<file path="src/scdc_pkg.sv">
/*
  Package for the synthesizer calibration and divider control block.
  Holds register offsets, field positions, reset values, sequencer states and
  the fixed counts of the calibration phases. Assumes a 32-bit APB register bus.
*/
package scdc_pkg;

  // ---------------------------------------------------------------------------
  // Register byte offsets.
  // ---------------------------------------------------------------------------
  localparam logic [7:0] REG_INT_VALUE  = 8'h00;
  localparam logic [7:0] REG_PRIM_FRAC  = 8'h04;
  localparam logic [7:0] REG_AUX_FRAC   = 8'h08;
  localparam logic [7:0] REG_REF_CFG    = 8'h0C;
  localparam logic [7:0] REG_TRIGGER    = 8'h10;
  localparam logic [7:0] REG_CAL_CFG    = 8'h14;
  localparam logic [7:0] REG_STATUS     = 8'h18;

  // ---------------------------------------------------------------------------
  // Field positions.
  // ---------------------------------------------------------------------------
  localparam int AUX_MOD_LSB     = 16;
  localparam int REF_DOUBLER_BIT = 7;
  localparam int REF_HALVE_BIT   = 8;
  localparam int REF_MODE_BIT    = 6;
  localparam int MOD_DIS_BIT     = 9;
  localparam int CAL_LVL_LSB     = 5;
  localparam int CAL_LOW_LSB     = 10;
  localparam int CAL_BDIV_LSB    = 20;
  localparam int CAL_AUTO_BIT    = 28;

  // ---------------------------------------------------------------------------
  // Reset values.
  // ---------------------------------------------------------------------------
  localparam logic [15:0] RST_INT_VALUE  = 16'h004B;
  localparam logic [13:0] RST_AUX_MOD    = 14'h0002;
  localparam logic [4:0]  RST_SETTLE_HI  = 5'h02;
  localparam logic [4:0]  RST_LEVEL_HI   = 5'h03;
  localparam logic [9:0]  RST_SETTLE_LO  = 10'h002;
  localparam logic [7:0]  RST_BAND_DIV   = 8'h01;
  localparam logic [4:0]  RST_REF_COUNT  = 5'h01;

  // ---------------------------------------------------------------------------
  // Calibration phase counts.
  // ---------------------------------------------------------------------------
  localparam logic [3:0] BAND_CYC_LAST  = 4'hF;   // 16 band clocks per step.
  localparam logic [3:0] BAND_STEP_LAST = 4'hA;   // 11 band steps.
  localparam logic [5:0] LVL_STEP_LAST  = 6'h3E;  // 63 level steps.

  // Sequencer states.
  typedef enum logic [1:0] {
    SCDC_IDLE   = 2'b00,
    SCDC_SETTLE = 2'b01,
    SCDC_BAND   = 2'b10,
    SCDC_LEVEL  = 2'b11
  } scdc_state_t;

endpackage : scdc_pkg

</file>
<file path="src/scdc_top.sv">
/*
  Calibration sequencer and feedback/reference divider control of a
  fractional-N synthesizer, with an APB register slave.
  Assumes pclk is the phase-detector clock and that the APB master follows
  the usual setup/access protocol. Analog parts lie outside.
*/
// Operation
// - Settle, band select, level cal, loop settle.
// - Settle lasts high times 1024 plus low.
// - Settle expiry advances to band selection.
// - Band clock is phase clock over divider.
// - Band select: 11 steps of 16 clocks.
// - Level cal: 63 steps of high*1024+low.
// - Bit 6 selects differential reference input.
// - Ratio is int plus fractions over 2^25.
// - Zero fractions: integer mode; only bit 9 turns modulators off.
// - Reference counter divides 1..32, doubler, halving.
// - Trigger write starts calibration when enabled.
// - Buffered settings apply on trigger write.
`timescale 1ns/1ps

module scdc_top (
  // Clock and reset.
  input  wire logic        pclk,
  input  wire logic        presetn,
  // APB slave.
  input  wire logic        psel,
  input  wire logic        penable,
  input  wire logic        pwrite,
  input  wire logic [7:0]  paddr,
  input  wire logic [31:0] pwdata,
  output logic      [31:0] prdata,
  output logic             pready,
  output logic             pslverr,
  // Active divider settings.
  output logic      [15:0] int_value,
  output logic      [24:0] primary_fraction,
  output logic      [13:0] auxiliary_fraction,
  output logic      [13:0] auxiliary_modulus,
  output logic             fractional_mode,
  output logic             modulator_disable,
  // Reference path.
  output logic      [5:0]  ref_divide_ratio,
  output logic             ref_doubler,
  output logic             ref_halve,
  output logic             ref_differential,
  // Calibration.
  output logic             tune_hold,
  output logic             band_tick,
  output logic      [1:0]  cal_phase
);

  // ---------------------------------------------------------------------------
  // State record.
  // ---------------------------------------------------------------------------
  typedef struct packed {
    scdc_pkg::scdc_state_t st;
    logic [14:0] timer;
    logic [7:0]  bdiv;
    logic [3:0]  bcyc;
    logic [5:0]  step;
    logic [15:0] int_val;
    logic [24:0] primary_fraction_s;
    logic [13:0] auxiliary_fraction_s;
    logic [13:0] auxiliary_modulus_s;
    logic [4:0]  rcnt_s;
    logic        dbl_s;
    logic        half_s;
    logic [24:0] primary_fraction_a;
    logic [13:0] auxiliary_fraction_a;
    logic [13:0] auxiliary_modulus_a;
    logic [5:0]  rdiv_a;
    logic        dbl_a;
    logic        half_a;
    logic        fracmode_a;
    logic        ref_mode;
    logic        mod_dis;
    logic [4:0]  settle_hi;
    logic [4:0]  level_hi;
    logic [9:0]  settle_lo;
    logic [7:0]  band_div;
    logic        auto_en;
    logic        hold;
    logic        tick;
    logic [31:0] rdata;
    logic        ready;
    logic        slverr;
  } scdc_regs_t;

  scdc_regs_t q;
  scdc_regs_t d;

  logic        acc;
  logic        wr;
  logic        trig;
  logic [14:0] settle_load;
  logic [14:0] level_load;
  logic [8:0]  bdiv_next;

  // ---------------------------------------------------------------------------
  // Next-state logic.
  // ---------------------------------------------------------------------------

  // The settle phase and each level step last the high count in units of 1024 plus the shared low count;
  // the low count never exceeds ten bits, so concatenation is the exact sum.
  assign settle_load = {q.settle_hi, q.settle_lo};
  assign level_load  = {q.level_hi, q.settle_lo};
  assign bdiv_next   = {1'b0, q.bdiv} + 9'h001;

  always_comb begin
    d        = q;
    d.ready  = 1'b0;
    d.slverr = 1'b0;
    d.tick   = 1'b0;
    // One wait state lets read data come straight from a flop.
    acc  = psel & penable & ~q.ready;
    wr   = psel & penable & q.ready & pwrite;
    trig = 1'b0;

    // Answer phase: read data and error are prepared one cycle ahead.
    if (acc) begin
      d.ready = 1'b1;
      d.rdata = 32'h0000_0000;
      case (paddr)
        scdc_pkg::REG_INT_VALUE: d.rdata[15:0] = q.int_val;
        scdc_pkg::REG_PRIM_FRAC: d.rdata[24:0] = q.primary_fraction_s;
        scdc_pkg::REG_AUX_FRAC: begin
          d.rdata[13:0] = q.auxiliary_fraction_s;
          d.rdata[scdc_pkg::AUX_MOD_LSB +: 14] = q.auxiliary_modulus_s;
        end
        scdc_pkg::REG_REF_CFG: begin
          d.rdata[4:0] = q.rcnt_s;
          d.rdata[scdc_pkg::REF_MODE_BIT] = q.ref_mode;
          d.rdata[scdc_pkg::REF_DOUBLER_BIT] = q.dbl_s;
          d.rdata[scdc_pkg::REF_HALVE_BIT] = q.half_s;
          d.rdata[scdc_pkg::MOD_DIS_BIT] = q.mod_dis;
        end
        scdc_pkg::REG_TRIGGER: d.rdata = 32'h0000_0000;
        scdc_pkg::REG_CAL_CFG: begin
          d.rdata[4:0] = q.settle_hi;
          d.rdata[scdc_pkg::CAL_LVL_LSB +: 5] = q.level_hi;
          d.rdata[scdc_pkg::CAL_LOW_LSB +: 10] = q.settle_lo;
          d.rdata[scdc_pkg::CAL_BDIV_LSB +: 8] = q.band_div;
          d.rdata[scdc_pkg::CAL_AUTO_BIT] = q.auto_en;
        end
        scdc_pkg::REG_STATUS: begin
          d.rdata[1:0]   = q.st;
          d.rdata[2]     = q.hold;
          d.rdata[3]     = q.fracmode_a;
          d.rdata[11:8]  = q.bcyc;
          d.rdata[21:16] = q.step;
        end
        default: d.slverr = 1'b1;
      endcase
    end

    // Writes take effect at the edge where pready is seen high.
    if (wr) begin
      case (paddr)
        scdc_pkg::REG_INT_VALUE: d.int_val = pwdata[15:0];
        scdc_pkg::REG_PRIM_FRAC: d.primary_fraction_s = pwdata[24:0];
        scdc_pkg::REG_AUX_FRAC: begin
          d.auxiliary_fraction_s = pwdata[13:0];
          d.auxiliary_modulus_s  = pwdata[scdc_pkg::AUX_MOD_LSB +: 14];
        end
        scdc_pkg::REG_REF_CFG: begin
          d.rcnt_s   = pwdata[4:0];
          d.ref_mode = pwdata[scdc_pkg::REF_MODE_BIT];
          d.dbl_s    = pwdata[scdc_pkg::REF_DOUBLER_BIT];
          d.half_s   = pwdata[scdc_pkg::REF_HALVE_BIT];
          d.mod_dis  = pwdata[scdc_pkg::MOD_DIS_BIT];
        end
        scdc_pkg::REG_TRIGGER: trig = 1'b1;
        scdc_pkg::REG_CAL_CFG: begin
          d.settle_hi = pwdata[4:0];
          d.level_hi  = pwdata[scdc_pkg::CAL_LVL_LSB +: 5];
          d.settle_lo = pwdata[scdc_pkg::CAL_LOW_LSB +: 10];
          d.band_div  = pwdata[scdc_pkg::CAL_BDIV_LSB +: 8];
          d.auto_en   = pwdata[scdc_pkg::CAL_AUTO_BIT];
        end
        default: trig = 1'b0;
      endcase
    end

    // Calibration sequencer; idle is the loop-settling phase.
    case (q.st)
      scdc_pkg::SCDC_IDLE: begin
        d.hold = 1'b0;
      end
      scdc_pkg::SCDC_SETTLE: begin
        if (q.timer <= 15'h0001) begin
          d.st   = scdc_pkg::SCDC_BAND;
          d.bdiv = 8'h00;
          d.bcyc = 4'h0;
          d.step = 6'h00;
        end else begin
          d.timer = q.timer - 15'h0001;
        end
      end
      scdc_pkg::SCDC_BAND: begin
        // A divider of zero behaves like one so the phase cannot hang.
        if (bdiv_next >= {1'b0, q.band_div}) begin
          d.bdiv = 8'h00;
          d.tick = 1'b1;
          d.bcyc = q.bcyc + 4'h1;
          if (q.bcyc == scdc_pkg::BAND_CYC_LAST) begin
            if (q.step[3:0] == scdc_pkg::BAND_STEP_LAST) begin
              d.st    = scdc_pkg::SCDC_LEVEL;
              d.step  = 6'h00;
              d.timer = level_load;
            end else begin
              d.step = q.step + 6'h01;
            end
          end
        end else begin
          d.bdiv = bdiv_next[7:0];
        end
      end
      scdc_pkg::SCDC_LEVEL: begin
        if (q.timer <= 15'h0001) begin
          if (q.step == scdc_pkg::LVL_STEP_LAST) begin
            d.st   = scdc_pkg::SCDC_IDLE;
            d.hold = 1'b0;
            d.step = 6'h00;
          end else begin
            d.step  = q.step + 6'h01;
            d.timer = level_load;
          end
        end else begin
          d.timer = q.timer - 15'h0001;
        end
      end
      default: d.st = scdc_pkg::SCDC_IDLE;
    endcase

    // A trigger write loads buffered settings and, with automatic start on, restarts calibration,
    // even mid-sequence, since the old band choice no longer applies.
    if (trig) begin
      d.primary_fraction_a    = q.primary_fraction_s;
      d.auxiliary_fraction_a    = q.auxiliary_fraction_s;
      d.auxiliary_modulus_a     = q.auxiliary_modulus_s;
      d.dbl_a      = q.dbl_s;
      d.half_a     = q.half_s;
      d.rdiv_a     = (q.rcnt_s == 5'h00) ? 6'h20 : {1'b0, q.rcnt_s};
      d.fracmode_a = (q.primary_fraction_s != 25'h0) | (q.auxiliary_fraction_s != 14'h0);
      if (q.auto_en) begin
        d.st    = scdc_pkg::SCDC_SETTLE;
        d.timer = settle_load;
        d.hold  = 1'b1;
        d.bdiv  = 8'h00;
        d.bcyc  = 4'h0;
        d.step  = 6'h00;
      end
    end
  end

  // ---------------------------------------------------------------------------
  // State register.
  // ---------------------------------------------------------------------------
  always_ff @(posedge pclk or negedge presetn) begin
    if (!presetn) begin
      q           <= '0;
      q.st        <= scdc_pkg::SCDC_IDLE;
      q.int_val   <= scdc_pkg::RST_INT_VALUE;
      q.auxiliary_modulus_s    <= scdc_pkg::RST_AUX_MOD;
      q.auxiliary_modulus_a    <= scdc_pkg::RST_AUX_MOD;
      q.rcnt_s    <= scdc_pkg::RST_REF_COUNT;
      q.rdiv_a    <= {1'b0, scdc_pkg::RST_REF_COUNT};
      q.settle_hi <= scdc_pkg::RST_SETTLE_HI;
      q.level_hi  <= scdc_pkg::RST_LEVEL_HI;
      q.settle_lo <= scdc_pkg::RST_SETTLE_LO;
      q.band_div  <= scdc_pkg::RST_BAND_DIV;
    end else begin
      q <= d;
    end
  end

  // ---------------------------------------------------------------------------
  // Outputs, all straight from the state register.
  // ---------------------------------------------------------------------------

  // The divide ratio is int + (primary_fraction + auxiliary_fraction/auxiliary_modulus) / 2^25, applied downstream.
  assign int_value          = q.int_val;
  assign primary_fraction   = q.primary_fraction_a;
  assign auxiliary_fraction = q.auxiliary_fraction_a;
  assign auxiliary_modulus  = q.auxiliary_modulus_a;
  assign fractional_mode    = q.fracmode_a;
  assign modulator_disable  = q.mod_dis;
  assign ref_divide_ratio   = q.rdiv_a;
  assign ref_doubler        = q.dbl_a;
  assign ref_halve          = q.half_a;
  assign ref_differential   = q.ref_mode;
  assign tune_hold          = q.hold;
  assign band_tick          = q.tick;
  assign cal_phase          = q.st;
  assign prdata             = q.rdata;
  assign pready             = q.ready;
  assign pslverr            = q.slverr;

endmodule : scdc_top

</file>
<file path="config.mk">
export PLATFORM = sky130hd
export DESIGN_NAME = scdc_top
export DESIGN_NICKNAME = d
export VERILOG_FILES = /design/src/scdc_pkg.sv /design/src/scdc_top.sv
export SDC_FILE = /design/constraint.sdc
export NUM_CORES = 1
export LEC_CHECK = 0
export BUFFER_PORTS_ARGS = -buffer_cell sky130_fd_sc_hd__buf_4
export CORE_ASPECT_RATIO = 0.75
export CORE_MARGIN = 2
export CORE_UTILIZATION = 52
export DETAILED_ROUTE_END_ITERATION = 16
export PLACE_DENSITY = 0.75
export SLEW_MARGIN = 15
export SYNTH_ARGS = -nofsm -noshare
export SYNTH_HDL_FRONTEND = slang
export SYNTH_SLANG_ARGS = --single-unit
</file>
<file path="constraint.sdc">
create_clock -name pclk -period 2.9 [get_ports pclk]
set_clock_uncertainty 0.1 [all_clocks]
set_input_delay 0.58 -clock pclk [delete_from_list [all_inputs] [get_ports pclk]]
set_output_delay 0.58 -clock pclk [all_outputs]
set_load 0.01 [all_outputs]
</file>
==> flow_metrics.py, run 1 <==
metrics = {
    "sta": {
        "setup_slack_ns": -0.02743,
        "relSlewSlack_pct": 36.27,
        "period_share_pct": 100.9,
        "setup-violations-final": 5,
        "final_max_slew_viol_count": 0,
        "period_needed_ns": 2.927,
        "worstMarginPinSlew_ns": 0.9560,
        "max_freq_ghz": 0.3416,
        "final_hold_viol_count": 0,
        "rsz0062_at_grt": "yes",
        "tns_ns": -0.05175,
    },
    "synthesis": {
        "synth_cell_types": 72,
        "synth-edff-count": 0,
        "netlist.area_leader.share_pct": 47.33,
        "syn_area_mm2": 0.01190,
        "synth_most_common_cell": "dfrtp_1",
        "postSynthAreaPerCell_um2": 11.36,
        "synth_area_leaders": "dfrtp_1 (47%), mux2_2 (16%), buf_4 (7.1%)",
        "synthFlopType": "dfrtp_1",
        "yosys_register_bits": 238,
        "yosysSeqAreaShare_pct": 50.20,
        "synth_top_area_cell": "dfrtp_1",
        "synthTopCellsByCount": "dfrtp_1 (225), mux2_2 (168), buf_4 (112), nand2_1 (76), nor2_1 (69)",
        "synthCells": 1047,
        "async_flop_share_pct": 100.0,
        "yosysWarnings": 0,
    },
    "pwr": {
        "internal-power_mw": 6.153,
        "irDropWorstVdd_v": 0.0004311,
        "power_frac_seq_pct": 40.6,
        "p_clk_share_pct": 36.8,
        "p_sw_share_pct": 29.64,
        "power_density_mw_per_mm2": 621.7,
        "switching_power_mw": 2.593,
        "pwr-share-comb_pct": 22.7,
        "leakage_nw": 6.907,
    },
    "die": {
        "ios": 163,
        "dieWidth_um": 178.7,
        "die_h_um": 135.0,
        "die-area_mm2": 0.02412,
        "core_area_mm2": 0.02229,
        "row_count": 47,
        "start_util_pct": 53.38,
    },
    "routing": {
        "drc": 0,
        "viasPerCell": 6.021,
        "wl_per_cell_um": 21.99,
        "ant_nets": 0,
        "vias": 8742,
        "drtIter0Drc": 700,
        "routed_wirelength_mm": 31.93,
        "first_pass_iters": 5,
    },
    "critical_path": {
        "cp.arrival_ns": 3.21,
        "crit_start": "q[215]",
        "regToRegEndpoint": "q[223]",
        "worst-path-max-fanout": 8,
        "reg2reg_setup_slack_ns": -0.03,
        "path_class": "reg2reg",
        "required_ns": 3.18,
        "r2r_cells": 12,
        "worstSetupEndpoint": "q[223]",
        "cp-start-kind": "flip-flop",
        "timing.rr.start": "q[215]",
        "cp-end-kind": "flip-flop",
    },
    "clock_tree": {
        "cts_max_path_buffers": 3,
        "numCtsBuffers": 23,
        "insertion_delay_ns": 0.52,
        "cts.sinks": 238,
        "cts_tree": "done",
        "clock-root-buffer": "clkbuf_16",
        "cts_max_level": 1,
        "clk_pin_slew_ns": 0.06,
    },
    "placement": {
        "dp_hpwl_mm": 22.42,
        "place.gp.congestion": 0.9404,
        "dp.cells": 1401,
        "io_buffers": 158,
    },
    "layout": {
        "final_cell_count_no_fill": 1452,
        "layout.nets": 1205,
        "area_growth_pct": 18.25,
        "fillers": 1703,
        "drive_gt1_share_pct": 42.75,
        "antenna_cells": 0,
    },
    "global_route": {
        "busiest_layer": "met2",
        "use_met2_pct": 40.22,
        "grt_max_degree": 82,
        "overflow": 0,
        "antenna_found_initial": 0,
        "grt_pass1_vias": 8627,
        "globalRouteMet3Util_pct": 5.293,
        "grt_pass1_wl_mm": 49.58,
        "grt_use_total_pct": 26.70,
        "grt_util_met1_pct": 39.51,
    },
    "worst_hold_path": {
        "hold_class": "in2reg",
    },
    "status": {
        "outcome": "complete, but fails checks",
        "violations": "negative setup slack",
    },
    "flow_run": {
        "maxCapViolCount": 0,
    },
}
## worst min-delay path by stage
stage | end | slack, ns | cells past startpoint | from
detailed placement | prdata[29] | 0.37 | 2 | prdata[29]
CTS | q[149] | 0.19 | 2 | pwdata[29]
global placement | prdata[29] | 0.37 | 2 | prdata[29]
finish | q[149] | 0.20 | 2 | pwdata[29]
floorplan | auxiliary_fraction[0] | 0.18 | 0 | presetn
global route | q[149] | 0.19 | 2 | pwdata[29]
## state kept, by name, indices dropped and copies added, names as in the netlist
signal	cells
tune_hold	1
prdata	30
band_tick	1
int_value	16
level_load	15
ref_halve	1
auxiliary_fraction	14
fractional_mode	1
auxiliary_modulus	14
q	107
modulator_disable	1
pready	1
cal_phase	2
primary_fraction	25
ref_differential	1
pslverr	1
ref_divide_ratio	6
ref_doubler	1
## placed cells by master, fill, tap and decap left out, types with 4 or more instances in the layout
cell type / n
a21oi_1: 17
a21oi_2: 4
a221o_1: 7
a221oi_1: 18
a22o_1: 12
a22oi_1: 28
a31oi_1: 15
a32oi_1: 4
a41oi_1: 4
and3_4: 4
buf_12: 8
buf_4: 216
bufinv_16: 4
clkbuf_1: 5
clkbuf_16: 23
dfrtp_1: 225
dfstp_2: 13
ha_1: 16
inv_1: 21
mux2_2: 168
mux2i_1: 5
nand2_1: 75
nand2b_1: 4
nand3_1: 11
nor2_1: 63
nor2_2: 5
nor2b_1: 4
nor3_1: 19
nor4_1: 16
o21ai_0: 34
or2_2: 4
xnor2_1: 4
xor2_1: 4
## worst max-delay path, cell delays in order (launching register included)
cell      delay [ns]
dfrtp_1         0.40
ha_2            0.21
and3_4          0.15
and3_4          0.15
xor2_1          0.14
ha_1            0.37
nand3_4         0.12
nor2_4          0.12
a21oi_4         0.11
a311oi_2        0.29
buf_4           0.19
a21oi_4         0.10
a221o_1         0.34
## cell type report
class	count	area (um^2)	area share [%]
sequential	238	5972	42.45
multi-input combinational	629	5006	35.59
timing repair buffer	229	1841	13.08
clock buffer	31	635.6	4.518
tap	294	367.9	2.615
clock inverter	10	166.4	1.183
inverter	21	78.83	0.5604
## stage by stage
stage | utilization, % | worst slack [ns] | total power, mW | hold WS [ns] | area (um^2)
after floorplan | - | 0.04286 | 4.851 | 0.1844 | 11940
after global placement | 58.36 | -0.002404 | 5.455 | 0.3655 | 13010
after detailed placement | 58.36 | -0.05975 | 5.490 | 0.3750 | 13010
after CTS | 62.50 | -0.007063 | 8.718 | 0.1881 | 13930
after global routing | 63.12 | -0.1406 | 9.152 | 0.1918 | 14070
final | 63.12 | -0.02743 | 8.746 | 0.2003 | 14070
## routing by layer
| layer | vias up | share of wire, % | wire length (um) |
|---|---|---|---|
| met2 | 411 | 44 | 14170 |
| met3 | 48 | 8.7 | 2792 |
| met4 | 0 | 2.1 | 663 |
| met5 | - | 0 | 0 |
| met1 | 4400 | 45 | 14310 |
| li1 | 3883 | - | - |
## timing repair
item	in CTS	in global routing
pin swaps	13	27
gates resized for setup	14	22
hold buffers	1	0
setup endpoints to repair	18	33
hold endpoints to repair	66	0
buffers inserted	6	4
## kinds of logic after synthesis
group / count (synthesis) / share of synthesized area (%)
AO/OA/AOI/OAI: 184 / 11.39
XOR/XNOR: 10 / 0.7362
adder cells (fa/ha/maj): 18 / 1.893
buffers and inverters: 181 / 9.518
flip-flops: 238 / 50.20
multiplexers: 173 / 16.32
other: 1 / 0.03152
AND/OR/NAND/NOR: 242 / 9.908
## power groups by stage
| stage | clock network, mW | registers, mW | logic [mW] |
|---|---|---|---|
| after global placement | 0 | 3.60 | 1.85 |
| final | 3.21 | 3.55 | 1.98 |
| after CTS | 3.25 | 3.54 | 1.92 |
| after detailed placement | 0 | 3.61 | 1.88 |
| after floorplan | 0 | 3.56 | 1.29 |
| after global routing | 3.39 | 3.56 | 2.20 |
No activity file was read; power rests on OpenSTA's default activity.
==> run 2, diff against run 1 <==
--- a/config.mk
+++ b/config.mk
@@ -7,7 +7,7 @@
 export LEC_CHECK = 0
 export BUFFER_PORTS_ARGS = -buffer_cell sky130_fd_sc_hd__buf_4
 export CORE_ASPECT_RATIO = 0.75
-export CORE_MARGIN = 2
+export CORE_MARGIN = 5
 export CORE_UTILIZATION = 52
 export DETAILED_ROUTE_END_ITERATION = 16
 export PLACE_DENSITY = 0.75
==> flow_metrics.py, run 2 (same netlist as run 1, synthesis figures left out) <==
metrics = {
    "critical_path": {
        "crit_chain": "and3_4, and3_4, nand3_4, xnor2_4, ha_4, a21oi_4, nand2_2, a31oi_4, buf_12, a21oi_2, a32oi_2, buf_6, nor3_2, a211o_1",
        "r2r_cells": 14,
        "crit_top_cell": "and3_4",
        "cp-start-kind": "flip-flop",
        "reg2reg_setup_slack_ns": -0.04,
        "cp.arrival_ns": 3.24,
        "regToRegEndpoint": "q[208]",
        "required_ns": 3.20,
        "slowest_stage": "dfrtp_1",
        "timing.rr.start": "q[215]",
        "cp-end-kind": "flip-flop",
        "path_class": "reg2reg",
        "worst-path-max-fanout": 9,
        "cpPeakStageDelay_ns": 0.40,
    },
    "die": {
        "die_h_um": 141.0,
        "core_area_mm2": 0.02229,
        "die-area_mm2": 0.02603,
        "start_util_pct": 53.38,
        "dieWidth_um": 184.7,
        "ios": 163,
        "row_count": 47,
    },
    "sta": {
        "period_share_pct": 101.3,
        "tns_ns": -0.1942,
        "final_hold_viol_count": 0,
        "rsz0062_at_grt": "yes",
        "worstMarginPinSlew_ns": 0.9283,
        "setup_slack_ns": -0.03737,
        "setup-violations-final": 6,
        "final_max_slew_viol_count": 0,
        "period_needed_ns": 2.937,
        "max_freq_ghz": 0.3404,
        "relSlewSlack_pct": 38.11,
    },
    "layout": {
        "regMostFlops": "q",
        "antenna_cells": 0,
        "area_growth_pct": 18.64,
        "final_util_pct": 63.32,
        "layout.nets": 1202,
        "drive_gt1_share_pct": 43.34,
        "mostFrequentLayoutCells": "dfrtp_1 (225), buf_4 (210), mux2_2 (168)",
        "largest_reg_flops": 107,
        "final_common_cell": "dfrtp_1",
    },
    "routing": {
        "ant_nets": 0,
        "drc": 0,
        "drtIter0Drc": 691,
        "routed_wirelength_mm": 32.26,
        "first_pass_iters": 7,
        "viasPerCell": 6.050,
        "wl_per_cell_um": 22.25,
        "vias": 8773,
    },
    "clock_tree": {
        "cts.sinks": 238,
        "clock-root-buffer": "clkbuf_16",
        "numCtsBuffers": 23,
        "clk_pin_slew_ns": 0.07,
        "insertion_delay_ns": 0.52,
        "cts_tree": "done",
        "cts_max_level": 1,
        "cts_max_path_buffers": 3,
    },
    "worst_hold_path": {
        "hold_class": "in2reg",
        "holdPathStages": 2,
        "hp-start": "pwdata[29]",
        "min_to": "q[149]",
    },
    "pwr": {
        "irDropWorstVdd_v": 0.0004157,
        "power_frac_seq_pct": 41.2,
        "leakage_nw": 6.904,
        "p_sw_share_pct": 30.24,
        "internal-power_mw": 6.015,
        "p_clk_share_pct": 35.6,
        "power_density_mw_per_mm2": 611.0,
        "switching_power_mw": 2.608,
        "pwr-share-comb_pct": 23.2,
    },
    "global_route": {
        "grt_use_total_pct": 24.25,
        "grt_pass1_wl_mm": 50.16,
        "overflow": 0,
        "grt_pass1_vias": 8808,
        "antenna_found_initial": 0,
        "grt_max_degree": 75,
    },
    "placement": {
        "dp_hpwl_mm": 22.83,
        "place.gp.congestion": 0.9265,
        "io_buffers": 158,
    },
    "flow_run": {
        "maxCapViolCount": 0,
    },
    "status": {
        "violations": "negative setup slack",
        "outcome": "complete, but fails checks",
    },
}
run 2: cell types whose count changed in the layout (fill, tap and decap cells not counted), moves of 3 or more:
cell	delta
nand2_1	-3
buf_12	+3
nand2_2	+3
clkinv_2	+3
o21ai_1	+3
buf_4	-6
clkbuf_1	-3
o21ai_0	-3
run 2: worst max path at each step:
stage	start	endpoint	slack, ns	cells after the start
5_1_grt	q[215]	q[208]	-0.13	14
6_report	q[215]	q[208]	-0.04	14
4_1_cts	q[215]	q[232]	-0.005	12
3_5_place_dp	q[215]	q[226]	-0.09	13
3_3_place_gp	q[215]	q[230]	-0.05	13
2_1_floorplan	q[215]	q[228]	0.04	11
run 2: final cells by class:
class	count	area, um^2
Clock buffer	29	638.1
Clock inverter	13	137.6
Fill cell	1692	8174
Inverter	21	78.83
Multi-Input combinational cell	629	5064
Sequential cell	238	5972
Tap cell	294	367.9
Timing Repair Buffer	226	1856
run 2: per-layer routing:
metal  track usage (%)  wire length, um  vias to the layer above
li1                  -                -                     3876
met1             35.14            14130                     4465
met2             37.71            14600                      383
met3             5.794             2897                       49
met4             5.019              631                        0
met5                 0                0                        -
run 2: worst max-delay path: cells and delay by family (launching register included):
kind	cells	cell delay, ns
AO/OA/AOI/OAI	5	0.88
AND/OR/NAND/NOR	5	0.63
flip-flops	1	0.40
buffers and inverters	2	0.31
adder cells (fa/ha/maj)	1	0.25
XOR/XNOR	1	0.22
run 2: power by group through the flow:
stage	Sequential, mW	Clock [mW]	Combinational [mW]
after CTS	3.55	3.11	1.93
after floorplan	3.56	0	1.29
after detailed placement	3.60	0	1.88
final	3.55	3.07	2.00
after global placement	3.60	0	1.85
after global routing	3.56	3.27	2.18
run 2: what timing repair did:
item	in CTS	in global routing
setup endpoints to repair	19	33
pin swaps	14	23
setup buffers	4	4
hold buffers	1	0
hold endpoints to repair	66	0
resized for setup	17	31
run 2: through the flow:
stage	worst slack (ns)	cells	hold WS (ns)	instance area, um^2	total power [mW]
after CTS	-0.005419	1448	0.1907	13950	8.581
final	-0.03737	1450	0.2050	14110	8.623
after global routing	-0.1307	1450	0.2011	14110	9.001
after floorplan	0.04286	1048	0.1844	11940	4.851
after detailed placement	-0.09036	1402	0.3709	13050	5.485
after global placement	-0.04581	1402	0.3613	13050	5.446
==> run 3, diff against run 2 <==
--- a/config.mk
+++ b/config.mk
@@ -11,6 +11,7 @@
 export CORE_UTILIZATION = 52
 export DETAILED_ROUTE_END_ITERATION = 16
 export PLACE_DENSITY = 0.75
+export SKIP_CTS_REPAIR_TIMING = 1
 export SLEW_MARGIN = 15
 export SYNTH_ARGS = -nofsm -noshare
 export SYNTH_HDL_FRONTEND = slang
==> flow_metrics.py, run 3 (same netlist as run 1, synthesis figures left out) <==
metrics = {
    "status": {
        "outcome": "complete, but fails checks",
        "violations": "negative setup slack",
    },
    "routing": {
        "first_pass_iters": 6,
        "viasPerCell": 6.061,
        "routed_wirelength_mm": 32.00,
        "drtIter0Drc": 686,
        "wl_per_cell_um": 22.07,
        "ant_nets": 0,
        "vias": 8788,
        "drc": 0,
    },
    "layout": {
        "area_growth_pct": 18.12,
        "antenna_cells": 0,
        "layout.nets": 1202,
        "multiInputGateArea_mm2": 0.004986,
        "largest_reg_flops": 107,
        "final_common_cell": "dfrtp_1",
        "fillers": 1708,
        "mostFrequentLayoutCells": "dfrtp_1 (225), buf_4 (208), mux2_2 (168)",
        "area.sequential_mm2": 0.005972,
        "final_util_pct": 63.05,
        "drive_gt1_share_pct": 42.73,
        "regMostFlops": "q",
    },
    "clock_tree": {
        "cts.sinks": 238,
        "insertion_delay_ns": 0.53,
        "numCtsBuffers": 23,
        "cts_tree": "done",
        "cts_max_path_buffers": 3,
        "clk_pin_slew_ns": 0.07,
        "clock-root-buffer": "clkbuf_16",
        "cts_max_level": 1,
    },
    "placement": {
        "io_buffers": 158,
        "place.gp.congestion": 0.9265,
        "dp_hpwl_mm": 22.83,
    },
    "worst_hold_path": {
        "hold_class": "in2reg",
    },
    "critical_path": {
        "cp-end-kind": "flip-flop",
        "crit_top_cell": "buf_4",
        "crit_chain": "and3_4, and3_4, buf_4, buf_4, xor2_1, ha_1, nand3_2, nor2_4, a21oi_4, a311oi_2, buf_4, a21oi_4, a221o_1",
        "path_class": "reg2reg",
        "required_ns": 3.19,
        "cp.arrival_ns": 3.25,
        "worst-path-max-fanout": 8,
        "slowest_stage": "dfrtp_1",
        "cp-start-kind": "flip-flop",
        "reg2reg_setup_slack_ns": -0.06,
        "cpPeakStageDelay_ns": 0.42,
    },
    "pwr": {
        "internal-power_mw": 6.003,
        "power_density_mw_per_mm2": 612.4,
        "p_sw_share_pct": 30.24,
        "power_frac_seq_pct": 41.3,
        "switching_power_mw": 2.602,
        "finalPower_mw": 8.605,
        "p_clk_share_pct": 35.7,
        "pwr-share-comb_pct": 23.0,
        "leakage_nw": 6.889,
        "irDropWorstVdd_v": 0.0004162,
    },
    "flow_run": {
        "maxCapViolCount": 0,
    },
    "sta": {
        "worstMarginPinSlew_ns": 0.9138,
        "period_share_pct": 102.2,
        "relSlewSlack_pct": 39.08,
        "tns_ns": -0.5110,
        "final_max_slew_viol_count": 0,
        "setup_slack_ns": -0.06394,
        "whs_ns": 0.2017,
        "period_needed_ns": 2.964,
        "rsz0062_at_grt": "yes",
        "final_hold_viol_count": 0,
        "max_freq_ghz": 0.3374,
        "setup-violations-final": 14,
    },
    "die": {
        "ios": 163,
        "core_area_mm2": 0.02229,
        "dieWidth_um": 184.7,
        "die_h_um": 141.0,
        "row_count": 47,
        "start_util_pct": 53.38,
        "die-area_mm2": 0.02603,
    },
    "global_route": {
        "grt_max_degree": 75,
        "grt_use_total_pct": 24.11,
        "grt_pass1_vias": 8738,
        "grt_pass1_wl_mm": 49.90,
        "overflow": 0,
        "antenna_found_initial": 0,
    },
}
-- run 3: cell counts in the layout (fill, tap and decap cells not counted) --
No cell type changed its count.
-- run 3: worst paths after layout --
path / startpoint / to / cells after the start
hold / removal: pwdata[29] / q[149] / 2
min in group asynchronous: presetn / auxiliary_modulus[2] / 2
max in group asynchronous: presetn / int_value[6] / 3
setup reg to reg: q[215] / q[229] / 13
setup / recovery: q[215] / q[229] / 13
hold reg to reg: prdata[29] / prdata[29] / 2
-- run 3: power by group through the flow --
stage          Sequential, mW  Clock (mW)  Combinational, mW
6_report                 3.55        3.07               1.98
5_1_grt                  3.56        3.27               2.16
4_1_cts                  3.54        3.11               1.90
3_5_place_dp             3.60           0               1.88
3_3_place_gp             3.60           0               1.85
2_1_floorplan            3.56           0               1.29
-- run 3: critical path: cells and delay by family, from the launching register on --
kind | cells | cell delay, ns
AOI/OAI and AO/OA | 4 | 0.80
xor gates and xnor gates | 1 | 0.14
adders and majority gates | 1 | 0.29
buffers and inverters | 3 | 0.46
DFF | 1 | 0.42
and+or+nand+nor | 4 | 0.61
-- run 3: layout make-up --
class	instances	share of cell area, %
Multi-Input combinational cell	629	35.48
Clock inverter	13	0.9794
Timing Repair Buffer	226	13.32
Tap cell	294	2.618
Clock buffer	29	4.541
Sequential cell	238	42.50
Inverter	21	0.5609
-- run 3: per-layer routing --
metal | global-route usage, % | routed length [um] | vias up
met2 | 37.19 | 14380 | 408
met5 | 0 | 0 | -
met1 | 35.30 | 14050 | 4445
li1 | - | - | 3881
met4 | 5.019 | 640 | 0
met3 | 5.563 | 2923 | 54
-- run 3: through the flow --
step / worst slack [ns] / area (um^2) / instances
2_1_floorplan: 0.04286 / 11940 / 1048
3_3_place_gp: -0.04581 / 13050 / 1402
3_5_place_dp: -0.09036 / 13050 / 1402
4_1_cts: -0.1259 / 13830 / 1444
5_1_grt: -0.1632 / 14050 / 1450
6_report: -0.06394 / 14050 / 1450
